[src/hdl/csf_pkg.sv]
`default_nettype none
package csf_pkg;
    localparam int unsigned CS_BITS     = 192;
    localparam int unsigned CS_BYTES    = 24;
    localparam int unsigned NUM_CHAN    = 2;
    localparam int unsigned IDX_W       = 8;
    localparam logic [7:0]  IDX_LAST    = 8'h00_BF;
    localparam logic [7:0]  IDX_FIRST   = 8'h00_00;
    localparam int unsigned SF_LSB      = 6;
    localparam int unsigned UNLK_POS    = 5;
    localparam int unsigned MODE_LSB    = 8;
    localparam int unsigned FMT_LSB     = 12;
    localparam logic [191:0] CS_RST     = 192'h0;
    localparam logic        UNLK_RST    = 1'b1;
    localparam int unsigned CLK_MHZ     = 200;
    localparam int unsigned BLOCK_US    = 4000;
    localparam int unsigned BLOCK_CYC   = BLOCK_US * CLK_MHZ;
    localparam int unsigned STALE_W     = 20;

    typedef struct packed {
        logic [23:0] audio;
        logic        v;
        logic        u;
        logic        c;
        logic        p;
    } csf_sub_t;

    typedef struct packed {
        logic [1:0] sample_freq;
        logic       unlocked;
        logic [3:0] mode;
        logic [3:0] user_format;
    } csf_fields_t;
endpackage
`default_nettype wire

[src/hdl/csf_top.sv]
`timescale 1ns/1ps
`default_nettype none
module csf_top
    import csf_pkg::*;
#(
    parameter int unsigned STALE_CYCLES = BLOCK_CYC
) (
    input  wire logic              mclk,
    input  wire logic              rst_b,
    input  wire logic              policy_propagate,
    input  wire logic              can_alter_flag,
    input  wire logic              reference_source_generator,
    input  wire logic              local_locked,
    input  wire logic              aux_in_unlocked,
    input  wire logic              rx_strobe,
    input  wire logic              rx_chan,
    input  wire logic              rx_z,
    input  wire csf_sub_t          rx_sub,
    input  wire logic              tx_strobe,
    input  wire logic              tx_chan,
    input  wire logic              tx_z,
    input  wire logic [23:0]       tx_audio,
    input  wire logic              tx_v,
    input  wire logic              tx_u,
    input  wire logic [1:0]        tx_sample_freq,
    input  wire logic [3:0]        tx_mode,
    input  wire logic [3:0]        tx_user_format,
    input  wire logic              rd_chan,
    input  wire logic [4:0]        rd_byte,
    output logic [7:0]             rd_data,
    output var csf_fields_t [1:0]  rx_fields,
    output logic [1:0]             block_done,
    output logic [1:0]             cs_stale,
    output logic                   rx_out_strobe,
    output logic                   rx_out_chan,
    output logic                   rx_non_audio,
    output logic                   rx_user_bit,
    output logic [7:0]             rx_user_index,
    output logic                   rx_parity_err,
    output logic                   tx_out_strobe,
    output logic                   tx_out_z,
    output csf_sub_t               tx_sub,
    output logic [1:0]             unlocked_out,
    output logic                   operator_unsync
);

    logic              rst_s1;
    logic              rst_n;
    logic              z_seen;
    logic [7:0]        rx_idx   [NUM_CHAN];
    logic [7:0]        tx_idx   [NUM_CHAN];
    logic [191:0]      cs_work  [NUM_CHAN];
    logic [191:0]      cs_held  [NUM_CHAN];
    logic [STALE_W-1:0] stale_cnt [NUM_CHAN];
    logic [7:0]        next_rx_idx;
    logic [7:0]        next_tx_idx;
    logic              rx_start;
    logic [1:0]        next_unlocked;
    logic              tx_c;

    // Truncate the derived count to the counter width; higher bits are dropped.
    localparam logic [STALE_W-1:0] STALE_MAX = STALE_W'(STALE_CYCLES - 1);

    // Bit position of a block index, also used by the transmit side.
    function automatic logic [7:0] step_idx(input logic start, input logic [7:0] cur);
        if (start || cur == IDX_LAST) begin
            step_idx = IDX_FIRST;
        end else begin
            step_idx = cur + 8'h01;
        end
    endfunction

    always_ff @(posedge mclk or negedge rst_b) begin
        if (!rst_b) begin
            rst_s1 <= 1'b0;
            rst_n  <= 1'b0;
        end else begin
            rst_s1 <= 1'b1;
            rst_n  <= rst_s1;
        end
    end

    // Channel 1 of a Z frame starts its block too, so remember the Z of channel 0.
    always_ff @(posedge mclk or negedge rst_n) begin
        if (!rst_n) begin
            z_seen <= 1'b0;
        end else if (rx_strobe && !rx_chan) begin
            z_seen <= rx_z;
        end
    end

    always_comb begin
        rx_start    = rx_chan ? z_seen : rx_z;
        next_rx_idx = step_idx(rx_start, rx_idx[rx_chan]);
        next_tx_idx = step_idx(tx_chan ? tx_idx[1] == IDX_LAST : tx_z, tx_idx[tx_chan]);
    end

    for (genvar ch = 0; ch < NUM_CHAN; ch++) begin : g_chan
        // Counter and storage are kept apart per channel.
        always_ff @(posedge mclk or negedge rst_n) begin
            if (!rst_n) begin
                rx_idx[ch] <= IDX_LAST;
            end else if (rx_strobe && rx_chan == ch) begin
                rx_idx[ch] <= next_rx_idx;
            end
        end

        always_ff @(posedge mclk or negedge rst_n) begin
            if (!rst_n) begin
                cs_work[ch] <= CS_RST;
            end else if (rx_strobe && rx_chan == ch) begin
                cs_work[ch][next_rx_idx] <= rx_sub.c;
            end
        end

        // The last bit goes straight into the held copy, as the work copy is written on the same edge.
        always_ff @(posedge mclk or negedge rst_n) begin
            if (!rst_n) begin
                cs_held[ch] <= CS_RST;
            end else if (rx_strobe && rx_chan == ch && next_rx_idx == IDX_LAST) begin
                cs_held[ch]            <= cs_work[ch];
                cs_held[ch][CS_BITS-1] <= rx_sub.c;
            end
        end

        // One pulse per completed block, on the edge that loads the held copy.
        always_ff @(posedge mclk or negedge rst_n) begin
            if (!rst_n) begin
                block_done[ch] <= 1'b0;
            end else begin
                block_done[ch] <= rx_strobe && rx_chan == ch && next_rx_idx == IDX_LAST;
            end
        end

        // The counter parks at its limit so it never wraps back to fresh.
        always_ff @(posedge mclk or negedge rst_n) begin
            if (!rst_n) begin
                stale_cnt[ch] <= '0;
            end else if (block_done[ch]) begin
                stale_cnt[ch] <= '0;
            end else if (stale_cnt[ch] != STALE_MAX) begin
                stale_cnt[ch] <= stale_cnt[ch] + 1'b1;
            end
        end

        // A block period without a refresh means the channel status is stale.
        always_ff @(posedge mclk or negedge rst_n) begin
            if (!rst_n) begin
                cs_stale[ch] <= 1'b1;
            end else if (block_done[ch]) begin
                cs_stale[ch] <= 1'b0;
            end else if (stale_cnt[ch] == STALE_MAX) begin
                cs_stale[ch] <= 1'b1;
            end
        end

        always_ff @(posedge mclk or negedge rst_n) begin
            if (!rst_n) begin
                tx_idx[ch] <= IDX_LAST;
            end else if (tx_strobe && tx_chan == ch) begin
                tx_idx[ch] <= next_tx_idx;
            end
        end

        // Only inputs feeding this output count; cs_stale plays no part, so a stale block keeps its held unlock bit.
        always_comb begin
            if (reference_source_generator) begin
                next_unlocked[ch] = 1'b0;
            end else if (!can_alter_flag) begin
                next_unlocked[ch] = cs_held[ch][UNLK_POS] | aux_in_unlocked;
            end else if (policy_propagate) begin
                next_unlocked[ch] = !local_locked | cs_held[ch][UNLK_POS] | aux_in_unlocked;
            end else begin
                next_unlocked[ch] = !local_locked;
            end
        end

        always_ff @(posedge mclk or negedge rst_n) begin
            if (!rst_n) begin
                unlocked_out[ch] <= UNLK_RST;
            end else begin
                unlocked_out[ch] <= next_unlocked[ch];
            end
        end
    end

    // Decoded fields are plain wiring from the held flops, so they change only as block_done pulses.
    always_comb begin
        for (int ch = 0; ch < NUM_CHAN; ch++) begin
            rx_fields[ch].sample_freq = cs_held[ch][SF_LSB+:2];
            rx_fields[ch].unlocked    = cs_held[ch][UNLK_POS];
            rx_fields[ch].mode        = cs_held[ch][MODE_LSB+:4];
            rx_fields[ch].user_format = cs_held[ch][FMT_LSB+:4];
        end
    end

    always_ff @(posedge mclk or negedge rst_n) begin
        if (!rst_n) begin
            operator_unsync <= 1'b0;
        end else begin
            operator_unsync <= !reference_source_generator && !policy_propagate && !local_locked;
        end
    end

    always_ff @(posedge mclk or negedge rst_n) begin
        if (!rst_n) begin
            rd_data <= 8'h00;
        end else if (rd_byte < 5'(CS_BYTES)) begin
            rd_data <= cs_held[rd_chan][{rd_byte, 3'b000}+:8];
        end else begin
            rd_data <= 8'h00;
        end
    end

    // Strobe and channel tag of each received subframe, one cycle late.
    always_ff @(posedge mclk or negedge rst_n) begin
        if (!rst_n) begin
            rx_out_strobe <= 1'b0;
            rx_out_chan   <= 1'b0;
        end else begin
            rx_out_strobe <= rx_strobe;
            if (rx_strobe) begin
                rx_out_chan <= rx_chan;
            end
        end
    end

    // Per-sample flags stand until the next subframe, so no block delay applies to them.
    always_ff @(posedge mclk or negedge rst_n) begin
        if (!rst_n) begin
            rx_non_audio <= 1'b0;
            rx_user_bit  <= 1'b0;
        end else if (rx_strobe) begin
            rx_non_audio <= rx_sub.v;
            rx_user_bit  <= rx_sub.u;
        end
    end

    always_ff @(posedge mclk or negedge rst_n) begin
        if (!rst_n) begin
            rx_user_index <= 8'h00;
        end else if (rx_strobe) begin
            rx_user_index <= next_rx_idx;
        end
    end

    // The parity slot is part of the struct, so any odd count of ones is an error.
    always_ff @(posedge mclk or negedge rst_n) begin
        if (!rst_n) begin
            rx_parity_err <= 1'b0;
        end else if (rx_strobe) begin
            rx_parity_err <= ^rx_sub;
        end
    end

    // Bits 5 to 15 are built locally; bits 0 to 4 and later bytes pass the received block through.
    always_comb begin
        if (next_tx_idx == 8'(UNLK_POS)) begin
            tx_c = next_unlocked[tx_chan];
        end else if (next_tx_idx >= 8'(SF_LSB) && next_tx_idx < 8'(SF_LSB + 2)) begin
            tx_c = tx_sample_freq[next_tx_idx[0]];
        end else if (next_tx_idx >= 8'(MODE_LSB) && next_tx_idx < 8'(FMT_LSB)) begin
            tx_c = tx_mode[next_tx_idx[1:0]];
        end else if (next_tx_idx >= 8'(FMT_LSB) && next_tx_idx < 8'(FMT_LSB + 4)) begin
            tx_c = tx_user_format[next_tx_idx[1:0]];
        end else begin
            tx_c = cs_held[tx_chan][next_tx_idx];
        end
    end

    always_ff @(posedge mclk or negedge rst_n) begin
        if (!rst_n) begin
            tx_out_strobe <= 1'b0;
            tx_out_z      <= 1'b0;
        end else begin
            tx_out_strobe <= tx_strobe;
            if (tx_strobe) begin
                tx_out_z <= !tx_chan && next_tx_idx == IDX_FIRST;
            end
        end
    end

    // Parity is taken over the very bits sent, so slots 4 to 31 always hold an even count.
    always_ff @(posedge mclk or negedge rst_n) begin
        if (!rst_n) begin
            tx_sub <= '0;
        end else begin
            if (tx_strobe) begin
                tx_sub.audio   <= tx_audio;
                tx_sub.v       <= tx_v;
                tx_sub.u       <= tx_u;
                tx_sub.c       <= tx_c;
                tx_sub.p       <= ^{tx_audio, tx_v, tx_u, tx_c};
            end
        end
    end

endmodule // csf_top
`default_nettype wire

[config.mk]
export PLATFORM = sky130hd
export DESIGN_NAME = csf_top
export DESIGN_NICKNAME = d
export VERILOG_FILES = /design/src/hdl/csf_pkg.sv /design/src/hdl/csf_top.sv
export SDC_FILE = /design/constraint.sdc
export NUM_CORES = 2
export LEC_CHECK = 0
export ABC_CLOCK_PERIOD_IN_PS = 77200
export BUFFER_PORTS_ARGS = -buffer_cell sky130_fd_sc_hd__buf_2
export CELL_PAD_IN_SITES_DETAIL_PLACEMENT = 0
export CELL_PAD_IN_SITES_GLOBAL_PLACEMENT = 1
export CORE_MARGIN = 2
export CORE_UTILIZATION = 49
export CTS_CLUSTER_DIAMETER = 150
export DETAILED_ROUTE_END_ITERATION = 8
export PLACE_DENSITY_LB_ADDON = 0.05
export SLEW_MARGIN = 40
export SYNTH_ARGS = -nofsm -noshare
export SYNTH_HDL_FRONTEND = slang
export SYNTH_SLANG_ARGS = --single-unit
[constraint.sdc]
create_clock -name mclk -period 77.2 [get_ports mclk]
set_input_delay 3.86 -clock mclk [delete_from_list [all_inputs] [get_ports mclk]]
set_output_delay 3.86 -clock mclk [all_outputs]
set_load 0.02 [all_outputs]
==> impl_metrics.ini <==
[worst_setup_path]
timing.rr.end = cs_held[17]
cp_data_arrival_time_ns = 9.64
critPathSlowestCell = and2_4
cpMostUsedCell = buf_16
r2r_start = rx_idx[0]
crit_path_max_incr_delay_ns = 0.78
path_max_fanout = 53
r2r_slack_ns = 71.42
path_class = in -> reg
r2r_cells = 14
start_kind = input pin
cp_num_buf_inv = 5
cp-end-kind = flop
cpLargestDelayFamily = simple AND/OR/NAND/NOR gates
path_cells = buf_2 > mux2i_1 > inv_1 > ha_1 > o21ai_1 > a21oi_1 > a21o_1 > nor2_1 > nand2_1 > nor2_2 > and2_4 > buf_12 > buf_16 > buf_16 > mux2_1
critPathLaunch = rx_chan
cp.required_ns = 77.74

[sta]
fmax_mhz = 110
rsz0062_at_grt = false
worst_pin_slew_ns = 0.946
finalSetupViolCount = 0
relSlewSlack = 0.362
finalMaxSlewViolations = 0
clock_skew_ns = 0.0192
finalCriticalPeriod_ns = 9.10
finalCritPeriodShare = 0.118
hold_violations = 0
fin_tns_setup_ns = 0

[pwr]
p_clk_frac = 0.425
p_comb_frac = 0.150
p_int_uw = 837
power_mw = 1.17
switchingPower_uw = 330
irDropWorstVdd_uv = 19.3
pwr-share-seq = 0.425
switching_share = 0.283
powerDensity_nw_per_um2 = 23.7
power.leakage_nw = 23.5

[yosys]
synth-edff-count = 0
yosysWarningCount = 0
avgSynthCellArea_um2 = 13.0
synth_fp_nets = 3486
ys_types = 82
synthFlopType = dfrtp_1
synthCells = 3399
ys_seq_elements = 899
ys_seq_area_frac = 0.512
synth-async-reset-ratio = 1.00
syn_area_um2 = 44000

[global_routing]
top_usage_layer = met2
grt_pass1_wl_um = 198000
grt_max_degree = 162
met1_usage = 0.405
grt_use_met3 = 0.0535
grt_usage = 0.286
antenna_found_initial = 10
gr-usage-met2 = 0.449
grt_pass1_vias = 29400
grt-ovfl-total = 0

[clock_tree]
post_cts_buffers = 0
cts.sinks = 899
cts_tree = yes
clockBufferDepth = 3
cts_hold_buf = 0
cts.reportedPaths.clkPinSlew_ns = 0.06
h-tree-depth = 3
cts_buffers = 99
cts_resized = 0
clock-root-buffer = clkbuf_16
clock_latency_ns = 0.67

[placed_design]
hpwlAfterDp_um = 85900
gp_congestion = 0.920
placed_cell_area_um2 = 45800
numPortBuffers = 162

[die]
start_util = 0.496
core_area_um2 = 88800
die_y_um = 304
die-width_um = 304
row_count = 109
dieArea_um2 = 92300
pin_count = 163

[routing]
drt-initial-drc-count = 2290
drc = 0
ant_nets = 0
vias = 28500
dr.pass1.iters = 5
viasPerCell = 6.03
wirelength_um = 131000
routedWlPerCell_um = 27.7

[status]
status = completed

[final_layout]
final-seq-area_um2 = 22500
drive_above_1_share = 0.260
stdcell_area_um2 = 49300
fin_nets = 3563
fill_cells = 7252
syn_to_final_growth_pct = 11.9
multiInputGateArea_um2 = 20100

[worst_hold_path]
hp-start = rst_s1
hold_path_depth = 0
hp-class = reg -> reg
hold_end = rst_n

[run]
drv_cap = 0
synth_stat cells (31+ instances only):
master	n	area [µm²]
nand3_1	31	155
mux4_2	168	3780
buf_6	40	450
mux2_1	555	6250
nor2_1	348	1310
dfstp_2	32	841
dfrtp_1	867	21700
a21oi_1	36	180
xor2_1	33	289
nand2_1	278	1040
clkbuf_1	126	473
xnor2_1	63	552
buf_2	46	230
mux2i_1	106	1060
mux2_2	283	3190
o21ai_0	78	390
cell type report:
cell class	instances	area share
Clock buffer	147	0.0588
Clock inverter	37	0.0105
Multi-Input combinational cell	2216	0.408
Sequential cell	899	0.457
Timing Repair Buffer	231	0.0337
Antenna cell	3	0.000152
Inverter	29	0.00221
Tap cell	1165	0.0296
flip-flops by register name (all words and copies together) (netlist names), 16 cells and up:
register   flops
stale_cnt     40
tx_sub        28
tx_idx        16
cs_held      362
cs_work      382
rx_fields     22
rx_idx        16
routing by layer:
metal | share of wire | wire [µm]
met1 | 0.44 | 57700
met2 | 0.46 | 60600
met3 | 0.066 | 8630
met4 | 0.030 | 3880
met5 | 0 | 0
cells by family (layout without fill, tap and decap cells):
logic type               count (synthesis)  count (layout)  synth area share
AO/OA/AOI/OAI                          218             218            0.0316
XOR/XNOR                                96              96            0.0191
adder cells (fa/ha/maj)                  4               4           0.00114
buffers and inverters                  284             444            0.0345
flip-flops                             899             899             0.512
multiplexers                          1113            1113             0.325
other                                    1               4         0.0000852
AND/OR/NAND/NOR                        784             784            0.0772
how the worst max path moves through the flow:
| stage | to | depth (start not counted) |
|---|---|---|
| 2_1_floorplan | block_done[0] | 0 |
| 3_3_place_gp | cs_held[222] | 13 |
| 3_5_place_dp | cs_held[42] | 15 |
| 4_1_cts | cs_held[138] | 15 |
| 5_1_grt | cs_held[53] | 15 |
| 6_report | cs_held[17] | 15 |
power by group through the flow:
stage | Clock, mW | Sequential [mW] | Combinational [mW]
after floorplan | 0 | 0.504 | 0.102
after global placement | 0 | 0.503 | 0.170
after detailed placement | 0 | 0.504 | 0.173
after CTS | 0.507 | 0.495 | 0.174
after global routing | 0.527 | 0.496 | 0.185
final | 0.497 | 0.496 | 0.175
metrics by stage:
stage | hold WS (ns) | util | setup WS, ns | cells
5_1_grt | 0.373 | 0.555 | 67.66 | 4727
3_5_place_dp | 0.346 | 0.516 | 67.34 | 4538
2_1_floorplan | 0.331 | - | 50.34 | 3399
3_3_place_gp | 0.339 | 0.512 | 67.20 | 4526
6_report | 0.364 | 0.555 | 68.10 | 4727
4_1_cts | 0.361 | 0.554 | 68.05 | 4722
cells in the final DEF (no fill, tap or decap), drive strengths merged, types with 5 or more instances in the layout:
master	count
nand4	8
xor2	33
a31oi	12
a211oi	12
or3	10
mux2i	107
o211ai	14
mux2	838
and2	14
nor2b	8
nand3	31
dfrtp	867
nand2b	9
a21o	5
and3	10
nand2	279
nor3	24
nor2	351
inv	30
xnor2	63
bufinv	12
o21ai	83
buf	231
mux4	168
a21oi	37
dfstp	32
o22ai	10
clkinv	22
or2	9
a32oi	5
clkbuf	147
nor4	10
No activity file was read; power rests on OpenSTA's default activity.
